**src/rtl/scsd_pkg.sv**
```systemverilog
// Constants and types shared by the clock select and divide block.
// Assumes one clock (mclk) and an 8-bit special function register port.
package scsd_pkg;

   // Register addresses on the special function register port
   localparam logic [7:0] SCSD_ADDR_CLOCK_SELECT_DIVIDER = 8'hA9;
   localparam logic [7:0] SCSD_ADDR_INTERNAL_OSC_CONTROL = 8'hB2;
   localparam logic [7:0] SCSD_ADDR_INTERNAL_OSC_TRIM    = 8'hB3;

   // Clock select and divide register layout
   localparam int         SCSD_READY_BIT    = 7;
   localparam int         SCSD_DIV_MSB      = 6;
   localparam int         SCSD_DIV_LSB      = 4;
   localparam int         SCSD_SEL_MSB      = 2;
   localparam int         SCSD_SEL_LSB      = 0;
   localparam logic [7:0] SCSD_CSD_RESET    = 8'h34;

   // Internal oscillator control and trim layouts
   localparam int         SCSD_OSC_ON_BIT   = 7;
   localparam int         SCSD_FREQ_OK_BIT  = 6;
   localparam int         SCSD_RESV_MSB     = 5;
   localparam int         SCSD_DITHER_BIT   = 7;
   localparam int         SCSD_TRIM_MSB     = 6;
   localparam logic       SCSD_OSC_ON_RESET = 1'b0;
   localparam logic       SCSD_DITHER_RESET = 1'b0;

   // Source select codes
   localparam logic [2:0] SCSD_SEL_PRECISION = 3'h0;
   localparam logic [2:0] SCSD_SEL_EXTERNAL  = 3'h1;
   localparam logic [2:0] SCSD_SEL_RTC       = 3'h3;
   localparam logic [2:0] SCSD_SEL_LOW_POWER = 3'h4;

   // Number of oscillator sources and prescaler width
   localparam int         SCSD_NUM_SRC      = 4;
   localparam int         SCSD_PRE_W        = 7;
   localparam logic [6:0] SCSD_PRE_LAST     = 7'h7F;

   // Source switch sequencer
   typedef enum logic [2:0] {
      SCSD_RUN      = 3'b001,
      SCSD_WAIT_OLD = 3'b010,
      SCSD_WAIT_NEW = 3'b100
   } scsd_state_e;

endpackage : scsd_pkg

```
**src/rtl/scsd_edge_if.sv**
```systemverilog
// Carries synchronised oscillator edges and the frequency-ready level.
// Assumes both ends run on mclk.
`timescale 1ns/10ps
`default_nettype none
interface scsd_edge_if;
   logic [3:0] src_edge;
   logic       freq_ok;
   modport drv (output src_edge, output freq_ok);
   modport rcv (input src_edge, input freq_ok);
endinterface : scsd_edge_if
`default_nettype wire

```
**src/rtl/scsd_top.sv**
```systemverilog
// System clock source select, power-of-two divider and internal oscillator control.
// Assumes a one-cycle register strobe port on mclk and slow oscillator clocks on pins.
//
// Summary of operation
// - Divide selected source by 1 to 128
// - New ratio applied within 128 source cycles
// - Bit 7 reads divider applied flag
// - Source switch on new source edge after an old source edge
// - Divide code n gives two to n
// - Source codes 000,001,011,100; rest reserved
// - Bit 3 reads zero, written zero
// - Control bit 7 enables internal oscillator
// - Bit 6 reads oscillator frequency ready
// - Trim bit 7 enables spread dithering
// - Larger trim lowers oscillator frequency
// - Trim resets to factory calibration value
`timescale 1ns/10ps
`default_nettype none
module scsd_top
   import scsd_pkg::*;
#(
   parameter logic [6:0] TRIM_FACTORY = 7'h40,
   parameter logic [5:0] RESV_RESET   = 6'h00
)
(
   input  wire logic                    mclk,
   input  wire logic                    reset_n,
   input  wire logic [7:0]              sfr_addr,
   input  wire logic [7:0]              sfr_wdata,
   input  wire logic                    sfr_wr,
   input  wire logic                    sfr_rd,
   output logic      [7:0]              sfr_rdata,
   input  wire logic [SCSD_NUM_SRC-1:0] osc_clk_in,
   input  wire logic                    osc_freq_ok_in,
   output logic                         sys_clk_tick,
   output logic      [1:0]              sys_src_index,
   output logic      [2:0]              sys_div_applied,
   output logic                         src_switching,
   output logic                         internal_osc_on,
   output logic                         spread_dither_on,
   output logic      [6:0]              internal_osc_trim
);

   typedef struct packed {
      scsd_state_e           st;
      logic [2:0]            div_code;
      logic [2:0]            sel_code;
      logic [2:0]            div_applied;
      logic                  ready;
      logic [1:0]            cur_src;
      logic [1:0]            new_src;
      logic [SCSD_PRE_W-1:0] pre_cnt;
      logic                  osc_on;
      logic [5:0]            osc_resv;
      logic                  dither;
      logic [6:0]            trim;
      logic                  freq_ok;
      logic                  tick;
      logic                  switching;
      logic [7:0]            rdata;
   } scsd_top_s;

   // Reset state of the top-level registers (the u_sync stages reset to zero on their own)
   localparam scsd_top_s RESET_Q = '{
      st:          SCSD_RUN,
      div_code:    SCSD_CSD_RESET[SCSD_DIV_MSB:SCSD_DIV_LSB],
      sel_code:    SCSD_CSD_RESET[SCSD_SEL_MSB:SCSD_SEL_LSB],
      div_applied: SCSD_CSD_RESET[SCSD_DIV_MSB:SCSD_DIV_LSB],
      ready:       SCSD_CSD_RESET[SCSD_READY_BIT],
      cur_src:     2'h3,
      new_src:     2'h3,
      pre_cnt:     '0,
      osc_on:      SCSD_OSC_ON_RESET,
      osc_resv:    RESV_RESET,
      dither:      SCSD_DITHER_RESET,
      trim:        TRIM_FACTORY,
      freq_ok:     1'b0,
      tick:        1'b0,
      switching:   1'b0,
      rdata:       8'h00
   };

   function automatic logic scsd_src_valid(input logic [2:0] code);
      scsd_src_valid = (code == SCSD_SEL_PRECISION) || (code == SCSD_SEL_EXTERNAL) ||
                       (code == SCSD_SEL_RTC) || (code == SCSD_SEL_LOW_POWER);
   endfunction : scsd_src_valid

   function automatic logic [1:0] scsd_src_index(input logic [2:0] code);
      case (code)
         SCSD_SEL_PRECISION: scsd_src_index = 2'h0;
         SCSD_SEL_EXTERNAL:  scsd_src_index = 2'h1;
         SCSD_SEL_RTC:       scsd_src_index = 2'h2;
         default:            scsd_src_index = 2'h3;
      endcase
   endfunction : scsd_src_index

   function automatic logic [SCSD_PRE_W-1:0] scsd_div_mask(input logic [2:0] code);
      scsd_div_mask = SCSD_PRE_LAST >> (3'h7 - code);
   endfunction : scsd_div_mask

   scsd_edge_if edge_if ();

   scsd_src_sync u_sync (
      .mclk           (mclk),
      .reset_n        (reset_n),
      .osc_clk_in     (osc_clk_in),
      .osc_freq_ok_in (osc_freq_ok_in),
      .edge_if        (edge_if)
   );

   scsd_top_s             q_ff;
   scsd_top_s             nxt_q;
   logic                  cur_edge;
   logic                  new_edge;
   logic [SCSD_PRE_W-1:0] div_mask;
   logic [1:0]            wr_src;
   logic [2:0]            wr_div;
   logic [2:0]            wr_sel;

   assign cur_edge = edge_if.src_edge[q_ff.cur_src];
   assign new_edge = edge_if.src_edge[q_ff.new_src];
   assign div_mask = scsd_div_mask(q_ff.div_applied);
   assign wr_div   = sfr_wdata[SCSD_DIV_MSB:SCSD_DIV_LSB];
   assign wr_sel   = sfr_wdata[SCSD_SEL_MSB:SCSD_SEL_LSB];
   assign wr_src   = scsd_src_index(q_ff.sel_code);

   always_comb begin
      nxt_q      = q_ff;
      nxt_q.tick = 1'b0;

      case (q_ff.st)
         SCSD_RUN: begin
            if (cur_edge) begin
               nxt_q.pre_cnt = q_ff.pre_cnt + 7'h01;
               if ((q_ff.pre_cnt & div_mask) == div_mask) begin
                  nxt_q.tick = 1'b1;
               end
               if (q_ff.pre_cnt == SCSD_PRE_LAST && !q_ff.ready) begin
                  nxt_q.div_applied = q_ff.div_code;
                  nxt_q.ready       = 1'b1;
               end
            end
            if (scsd_src_valid(q_ff.sel_code) && wr_src != q_ff.cur_src) begin
               nxt_q.new_src = wr_src;
               nxt_q.st      = SCSD_WAIT_OLD;
            end
         end
         SCSD_WAIT_OLD: begin
            if (cur_edge) begin
               nxt_q.st = SCSD_WAIT_NEW;
            end
         end
         SCSD_WAIT_NEW: begin
            if (new_edge) begin
               nxt_q.cur_src = q_ff.new_src;
               nxt_q.pre_cnt = '0;
               nxt_q.st      = SCSD_RUN;
            end
         end
         default: begin
            nxt_q.st = SCSD_RUN;
         end
      endcase

      nxt_q.switching = (nxt_q.st != SCSD_RUN);

      nxt_q.freq_ok = q_ff.osc_on & edge_if.freq_ok;

      if (sfr_wr) begin
         case (sfr_addr)
            SCSD_ADDR_CLOCK_SELECT_DIVIDER: begin
               nxt_q.div_code = wr_div;
               nxt_q.sel_code = wr_sel;
               nxt_q.ready    = (wr_div == nxt_q.div_applied);
            end
            SCSD_ADDR_INTERNAL_OSC_CONTROL: begin
               nxt_q.osc_on   = sfr_wdata[SCSD_OSC_ON_BIT];
               nxt_q.osc_resv = sfr_wdata[SCSD_RESV_MSB:0];
            end
            SCSD_ADDR_INTERNAL_OSC_TRIM: begin
               nxt_q.dither = sfr_wdata[SCSD_DITHER_BIT];
               nxt_q.trim   = sfr_wdata[SCSD_TRIM_MSB:0];
            end
            default: begin
               nxt_q.osc_on = nxt_q.osc_on;
            end
         endcase
      end

      nxt_q.rdata = 8'h00;
      if (sfr_rd) begin
         case (sfr_addr)
            SCSD_ADDR_CLOCK_SELECT_DIVIDER: begin
               nxt_q.rdata = {q_ff.ready, q_ff.div_code, 1'b0, q_ff.sel_code};
            end
            SCSD_ADDR_INTERNAL_OSC_CONTROL: begin
               nxt_q.rdata = {q_ff.osc_on, q_ff.freq_ok, q_ff.osc_resv};
            end
            SCSD_ADDR_INTERNAL_OSC_TRIM: begin
               nxt_q.rdata = {q_ff.dither, q_ff.trim};
            end
            default: begin
               nxt_q.rdata = 8'h00;
            end
         endcase
      end
   end

   always_ff @(posedge mclk or negedge reset_n) begin
      if (!reset_n) begin
         q_ff <= RESET_Q;
      end else begin
         q_ff <= nxt_q;
      end
   end

   assign sfr_rdata         = q_ff.rdata;
   assign sys_clk_tick      = q_ff.tick;
   assign sys_src_index     = q_ff.cur_src;
   assign sys_div_applied   = q_ff.div_applied;
   assign src_switching     = q_ff.switching;
   assign internal_osc_on   = q_ff.osc_on;
   assign spread_dither_on  = q_ff.dither;
   assign internal_osc_trim = q_ff.trim;

endmodule : scsd_top
`default_nettype wire

```
**src/rtl/scsd_src_sync.sv**
```systemverilog
// Synchronises the oscillator clocks and the frequency-ready level into mclk.
// Assumes source clocks are far slower than mclk (below mclk/4).
`timescale 1ns/10ps
`default_nettype none
module scsd_src_sync
   import scsd_pkg::*;
(
   input  wire logic                    mclk,
   input  wire logic                    reset_n,
   input  wire logic [SCSD_NUM_SRC-1:0] osc_clk_in,
   input  wire logic                    osc_freq_ok_in,
   scsd_edge_if.drv                     edge_if
);

   typedef struct packed {
      logic [SCSD_NUM_SRC:0]   s1;
      logic [SCSD_NUM_SRC:0]   s2;
      logic [SCSD_NUM_SRC-1:0] s3;
      logic [SCSD_NUM_SRC-1:0] rise;
   } scsd_sync_s;

   scsd_sync_s q_ff;
   scsd_sync_s nxt_q;

   always_comb begin
      nxt_q    = q_ff;
      nxt_q.s1 = {osc_freq_ok_in, osc_clk_in};
      nxt_q.s2 = q_ff.s1;
      nxt_q.s3 = q_ff.s2[SCSD_NUM_SRC-1:0];
      for (int i = 0; i < SCSD_NUM_SRC; i++) begin
         nxt_q.rise[i] = q_ff.s2[i] & ~q_ff.s3[i];
      end
   end

   always_ff @(posedge mclk or negedge reset_n) begin
      if (!reset_n) begin
         q_ff <= '0;
      end else begin
         q_ff <= nxt_q;
      end
   end

   assign edge_if.src_edge = q_ff.rise;
   assign edge_if.freq_ok  = q_ff.s2[SCSD_NUM_SRC];

endmodule : scsd_src_sync
`default_nettype wire

```
**config.mk**
```make
export PLATFORM = sky130hd
export DESIGN_NAME = scsd_top
export DESIGN_NICKNAME = d
export VERILOG_FILES = /design/src/rtl/scsd_pkg.sv /design/src/rtl/scsd_edge_if.sv /design/src/rtl/scsd_top.sv /design/src/rtl/scsd_src_sync.sv
export SDC_FILE = /design/constraint.sdc
export NUM_CORES = 1
export LEC_CHECK = 0
export BUFFER_PORTS_ARGS = -buffer_cell sky130_fd_sc_hd__buf_2
export CAP_MARGIN = 20
export CELL_PAD_IN_SITES_DETAIL_PLACEMENT = 0
export CELL_PAD_IN_SITES_GLOBAL_PLACEMENT = 1
export CORE_MARGIN = 2
export CORE_UTILIZATION = 41
export CTS_CLUSTER_DIAMETER = 60
export DETAILED_ROUTE_END_ITERATION = 10
export PLACE_DENSITY = 0.73
export SETUP_SLACK_MARGIN = 0.2
export SYNTH_ARGS = -nofsm -noshare
export SYNTH_HDL_FRONTEND = slang
export SYNTH_HIERARCHICAL = 1
export SYNTH_SLANG_ARGS = --single-unit
```
**constraint.sdc**
```tcl
create_clock -name mclk -period 2.47 [get_ports mclk]
set_input_delay 0.494 -clock mclk [delete_from_list [all_inputs] [get_ports mclk]]
set_output_delay 0.494 -clock mclk [all_outputs]
set_load 0.01 [all_outputs]
```
==> results of run 1 <==
registers in the layout (all words and copies together), names as in the netlist, 2 cells and up:
register,count
internal_osc_trim,7
q_ff,26
sfr_rdata,8
sys_div_applied,3
sys_src_index,2
u_sync/edge_if.src_edge,4
u_sync/nxt_q,9
u_sync/q_ff,4
path summary, 6_finish.rpt:
| kind | from | endpoint | slack (ps) | cells after the start |
|---|---|---|---|---|
| min | reset_n | q_ff[28] | 120 | 1 |
| min reg2reg | u_sync/nxt_q[11] | u_sync/nxt_q[7] | 350 | 0 |
| max reg2reg | q_ff[27] | q_ff[37] | 570 | 6 |
| max | q_ff[27] | q_ff[37] | 570 | 6 |
| min in group mclk | osc_freq_ok_in | u_sync/nxt_q[12] | 250 | 1 |
| max in group asynchronous | reset_n | q_ff[45] | 1660 | 2 |
cell usage in the layout, fill, tap and decap left out, types with 3 or more instances in the layout:
cell type  netlist  routed
buf_4           24       3
nor3b_1          4       4
inv_1            3       3
o21ai_0          8       8
nand2_1         15      15
a222oi_1         7       7
xnor2_1          3       3
and2_1           4       4
nand4_1          3       3
dfstp_2         11      11
clkbuf_8         0       9
mux2_2          25      25
nor2_1          23      23
o2111ai_1        3       3
dfrtp_1         57      57
buf_2            4      48
nor3_1           3       3
nor2b_4          4       4
xor2_1           4       4
nand2b_1         5       5
a21oi_1          6       6
critical path, stage by stage, from the launching register on:
cell and delay [ps]:
dfrtp_1 440, ha_1 200, and3_1 260, nand4_1 140
or4_1 540, a21oi_1 150, nor2_1 60
kinds of logic after synthesis:
group	count (synthesis)	share of synthesized area
and+or+nand+nor	79	0.154
buffers and inverters	33	0.0712
muxes	29	0.113
adders and majority gates	1	0.00407
AOI/OAI and AO/OA	35	0.0805
DFF	68	0.558
xor gates and xnor gates	7	0.0199
routing by layer:
layer / share of wire / routed length (µm)
met5: 0 / 0
met4: 0.011 / 64
met3: 0.044 / 250
met2: 0.47 / 2680
met1: 0.47 / 2690
through the flow:
step	instances	utilization	instance area, µm²	power (mW)	hold slack, ps
after detailed placement	373	0.452	3280	1.61	341
after floorplan	252	-	3080	1.50	198
after CTS	389	0.481	3490	2.62	123
after global routing	389	0.481	3490	2.71	141
after global placement	373	0.452	3280	1.60	332
final	389	0.481	3490	2.57	118
final cells by class:
class / count / area [µm²] / share of cell area
clock buffer: 10 / 128 / 0.0365
timing repair buffer: 52 / 283 / 0.0810
tap: 99 / 124 / 0.0355
sequential: 68 / 1720 / 0.491
multi-input combinational: 151 / 1140 / 0.327
inverter: 3 / 11.3 / 0.00322
clock inverter: 6 / 88.8 / 0.0254
power by group through the flow:
stage / sequential, mW / clock (mW) / combinational [mW]
floorplan: 1.32 / 0 / 0.182
finish: 1.33 / 0.987 / 0.253
detailed placement: 1.35 / 0 / 0.258
global route: 1.35 / 1.07 / 0.292
CTS: 1.33 / 1.03 / 0.258
global placement: 1.35 / 0 / 0.252
==> results.yml, run 1 <==
logic_synthesis:
  ys.warnings.count: 6
  netlist_area_um2: 3080
  synth_cell_types: 46
  ys_ff_latch: 68
  async_flop_share: 1.00
  synth_edf_count: 0
  ys.flop_type: "dfrtp_1"
  syn_nets: 278
  avgSynthCellArea_um2: 12.2
  netlist_instances: 252
  yosysTopAreaCell: "dfrtp_1"
  seq_area_frac_synth: 0.558
  ys_top_cells_by_area: "dfrtp_1, dfstp_2, mux2_2"
  synth_most_common_cell: "dfrtp_1"
  ys_top_cells_by_count: "dfrtp_1, mux2_2, buf_4"
  yosys.area.top_type_share: 0.464
cts:
  numCtsBuffers: 9
  cts_resized: 0
  hold_buffers: 0
  clk_pin_slew_ps: 80
  cts-root-buf: "clkbuf_8"
  clock_path_buffers: 2
  cts_tree: "done"
  htree_levels: 3
  clock_latency_ps: 340
  cts.sinks: 68
  cts_setup_buffers: 0
power:
  p_leak_nw: 1.64
  power_switching_share: 0.254
  clock_power_share: 0.384
  p_sw_mw: 0.653
  p_seq_frac: 0.518
  pwr-share-comb: 0.098
  cellPowerDensity_nw_per_um2: 736
  peakVddDrop_mv: 0.373
  p_int_mw: 1.92
floorplanning:
  row_count: 31
  coreArea_um2: 7250
  die_w_um: 90.6
  fp.dieArea_um2: 8210
  start_util: 0.424
  io_pins: 49
  die_h_um: 90.6
sta:
  setup_viol: 0
  max_clock_freq_ghz: 0.526
  setup_slack_ps: 571
  worst_pin_slew_ps: 654
  setup_tns_ps: 0
  relSlewSlack: 0.562
  layout_min_cycle_time_ps: 1900
  fin_crit_sh: 0.769
  rsz0062_at_grt: "no"
  drv_slew: 0
  finalClockSkew_ps: 7.82
  hold_viol_final: 0
grt:
  grt.busiest_layer: "met2"
  met1_usage: 0.211
  grt_max_degree: 33
  grt_pass1_wl_um: 9890
  grt_use_total: 0.152
  groute.layer.met3.usage: 0.0551
  grt_pass1_vias: 1996
  grt_overflow: 0
  antenna_found_initial: 0
  grtUsageMet2: 0.220
route:
  routed_wl_um: 5690
  drt_iter0_drc: 152
  firstDrtPassIters: 6
  detail_route.vias_per_cell: 5.12
  vias: 1992
  wl_per_cell_um: 14.6
  drcViolationCount: 0
  drtAntennaViolNets: 0
worst_setup_path:
  cp_max_fo: 6
  end_kind: "flip-flop"
  critical_path_required_ps: 2700
  crit_path_start_kind: "flip-flop"
  critPathKind: "flip-flop to flip-flop"
  cp.arrival_ps: 2130
final_layout:
  layout-drive-gt1-share: 0.400
  syn_to_final_growth_pct: 13.5
  fillers: 679
  fin_nets: 311
  antenna_cells: 0
worst_hold_path:
  min_path_type: "input port to asynchronous set/reset pin"
placement:
  dp_hpwl_um: 4110
  gp_congestion: 0.734
  port-buffer-count: 48
  pre_cts_ws_ps: 413
run_status:
  outcome: "finished clean"
run:
  drv_cap: 0
Power figures use the tool's default switching activity.
==> run 2, diff against run 1 <==
--- a/config.mk
+++ b/config.mk
@@ -5,6 +5,7 @@
 export SDC_FILE = /design/constraint.sdc
 export NUM_CORES = 1
 export LEC_CHECK = 0
+export ABC_AREA = 1
 export BUFFER_PORTS_ARGS = -buffer_cell sky130_fd_sc_hd__buf_2
 export CAP_MARGIN = 20
 export CELL_PAD_IN_SITES_DETAIL_PLACEMENT = 0
@@ -13,7 +14,7 @@
 export CORE_UTILIZATION = 41
 export CTS_CLUSTER_DIAMETER = 60
 export DETAILED_ROUTE_END_ITERATION = 10
-export PLACE_DENSITY = 0.73
+export PLACE_DENSITY = 0.77
 export SETUP_SLACK_MARGIN = 0.2
 export SYNTH_ARGS = -nofsm -noshare
 export SYNTH_HDL_FRONTEND = slang
==> constraint.sdc (replaced) <==
create_clock -name mclk -period 1.79 [get_ports mclk]
set_input_delay 0.358 -clock mclk [delete_from_list [all_inputs] [get_ports mclk]]
set_output_delay 0.358 -clock mclk [all_outputs]
set_load 0.01 [all_outputs]
==> run 2 against run 1 <==
  * First-iteration DRC count decreased by 11%
  * Combinational power increased by 96%
  * Total power increased by 50%
  * Clock skew decreased by 0.87 ps
  * Setup slack got worse by 340 ps
  * Register-to-register slack got worse by 340 ps
  * Synthesized cell count increased by 44%
  * Clock power increased by 60%
  * Hold slack got worse by 88 ps
  * Sequential cell count unchanged
  * Sequential share of layout area decreased by 1.9 points
==> results.yml, run 2 <==
floorplanning:
  coreArea_um2: 7330
  io_pins: 49
  start_util: 0.428
  fp.dieArea_um2: 8360
  row_count: 31
  die_w_um: 91.4
  die_h_um: 91.4
route:
  firstDrtPassIters: 5
  detail_route.vias_per_cell: 4.58
  drcViolationCount: 0
  drt_iter0_drc: 135
  wl_per_cell_um: 11.8
  drtAntennaViolNets: 0
  routed_wl_um: 5960
  vias: 2304
cts:
  clk_pin_slew_ps: 70
  clock_path_buffers: 2
  numCtsBuffers: 9
  htree_levels: 3
  cts_tree: "done"
  clock_latency_ps: 340
  cts.sinks: 68
  cts-root-buf: "clkbuf_8"
final_layout:
  fin_util: 0.495
  final_common_cell: "nand2_1"
  stdcell_count: 503
  fin_nets: 425
  fin_area_um2: 3630
  multi_input_area_um2: 1030
  regMostFlops: "q_ff"
  fillers: 695
  antenna_cells: 0
  layout-drive-gt1-share: 0.270
  seq_area_um2: 1720
  largest_reg_flops: 26
  most-common-layout-cells: "nand2_1, dfrtp_1, inv_1, buf_2, o21ai_0"
  syn_to_final_growth_pct: 15.9
sta:
  drv_slew: 0
  hold_slack_ps: 29.4
  hold_viol_final: 0
  max_clock_freq_ghz: 0.641
  setup_viol: 0
  relSlewSlack: 0.696
  rsz0062_at_grt: "yes"
  layout_min_cycle_time_ps: 1560
  fin_crit_sh: 0.872
  finalClockSkew_ps: 6.94
  setup_slack_ps: 229
  setup_tns_ps: 0
  worst_pin_slew_ps: 454
logic_synthesis:
  synth_cell_types: 29
  async_flop_share: 1.00
  netlist_instances: 362
  yosys.area.top_type_share: 0.455
  yosysTopAreaCell: "dfrtp_1"
  netlist_area_um2: 3130
  ys.flop_type: "dfrtp_1"
  ys_top_cells_by_count: "nand2_1, dfrtp_1, inv_1"
  synth_most_common_cell: "nand2_1"
  ys_top_cells_by_area: "dfrtp_1, nand2_1, dfstp_2"
  ys.warnings.count: 6
  yosys.area_share.adder: 0.00399
  synth_edf_count: 0
  syn_nets: 388
  ys_ff_latch: 68
  synth_simple_gate_area_frac: 0.211
  avgSynthCellArea_um2: 8.66
  synthXorXnorAreaFrac: 0.00279
  synth_top_family_by_area: "simple AND/OR/NAND/NOR gates"
  synth_compound_area_frac: 0.0998
  seq_area_frac_synth: 0.547
  synth_mux_area_frac: 0
placement:
  dpl.cell_count: 483
  placed_area_um2: 3320
  gp_congestion: 0.756
  port-buffer-count: 48
  pre_cts_ws_ps: 153
  dp_hpwl_um: 4090
grt:
  antenna_found_initial: 0
  grt_pass1_wl_um: 10000
  grt_use_total: 0.154
  grt_overflow: 0
  grt_pass1_vias: 2215
  grt_max_degree: 69
power:
  power_switching_share: 0.255
  p_sw_mw: 0.986
  p_seq_frac: 0.464
  cellPowerDensity_nw_per_um2: 1060
  peakVddDrop_mv: 0.431
  pwr-share-comb: 0.128
  clock_power_share: 0.408
  power_mw: 3.86
  p_int_mw: 2.88
  p_leak_nw: 1.89
worst_setup_path:
  crit_start: "q_ff[26]"
  critical_path_required_ps: 2070
  reg2reg_from: "q_ff[26]"
  cp_max_fo: 5
  end_kind: "flip-flop"
  crit_path_start_kind: "flip-flop"
  r2r_end: "q_ff[37]"
  critPathKind: "flip-flop to flip-flop"
  cp.arrival_ps: 1850
  rrSetupSlack_ps: 230
  reg2reg_depth: 13
run_status:
  outcome: "finished clean"
run:
  drv_cap: 0
worst_hold_path:
  min_path_type: "input port to asynchronous set/reset pin"
[run 2: cell count changes after synthesis, moves of 5 or more]
cell | before | now
nand2_1 | 15 | 90
inv_1 | 3 | 54
o21ai_0 | 8 | 38
mux2_2 | 25 | 0
nand3_1 | 2 | 14
nand2_2 | 0 | 9
a222oi_1 | 7 | 0
o211ai_1 | 1 | 7
nand2b_1 | 5 | 0
[run 2: area by class of cell]
type	instances	share of cell area
clock buffers	12	0.0427
repair buffers	54	0.0820
inverters	58	0.0599
clock inverters	4	0.0262
multi-input cells	208	0.283
well taps	99	0.0341
flip-flops and latches	68	0.472
[run 2: what timing repair did]
action	CTS	global route
resized for setup	0	11
setup buffers	0	4
hold buffers	0	0
endpoints found under the setup margin	0	8
[run 2: power by group through the flow]
stage | logic (mW) | registers, mW | clock network [mW]
2_1_floorplan | 0.323 | 1.80 | 0
3_3_place_gp | 0.458 | 1.82 | 0
3_5_place_dp | 0.462 | 1.82 | 0
4_1_cts | 0.465 | 1.79 | 1.61
5_1_grt | 0.571 | 1.81 | 1.69
6_report | 0.496 | 1.79 | 1.58
[run 2: worst max-delay path by stage]
stage / to / slack, ps
finish: q_ff[37] / 230
global route: q_ff[37] / 30
CTS: q_ff[31] / 200
detailed placement: internal_osc_trim[4] / 150
global placement: internal_osc_trim[6] / 150
floorplan: q_ff[31] / 360
[run 2: layer usage]
metal,vias to the layer above,global-route usage,part of all wire
li1,1180,-,-
met1,1067,0.203,0.48
met2,52,0.237,0.47
met3,5,0.0456,0.049
met4,0,0.0644,0.010
met5,-,0,0
[run 2: cells by family after synthesis]
group                    count (synthesis)
AND/OR/NAND/NOR                        150
buffers and inverters                   86
flip-flops                              68
AO/OA/AOI/OAI                           56
XOR/XNOR                                 1
adder cells (fa/ha/maj)                  1
[run 2: worst max-delay path, stage by stage (launching register included)]
cell and delay, ps:
dfrtp_1 400, ha_2 210, inv_2 50, nor2_4 110
nand2_4 80, nor2_4 140, nand2_2 90, nand2_1 80
nand2_1 70, nand2_1 60, nand2_1 40, nor2_1 80
nand2_1 50, nand2_1 50
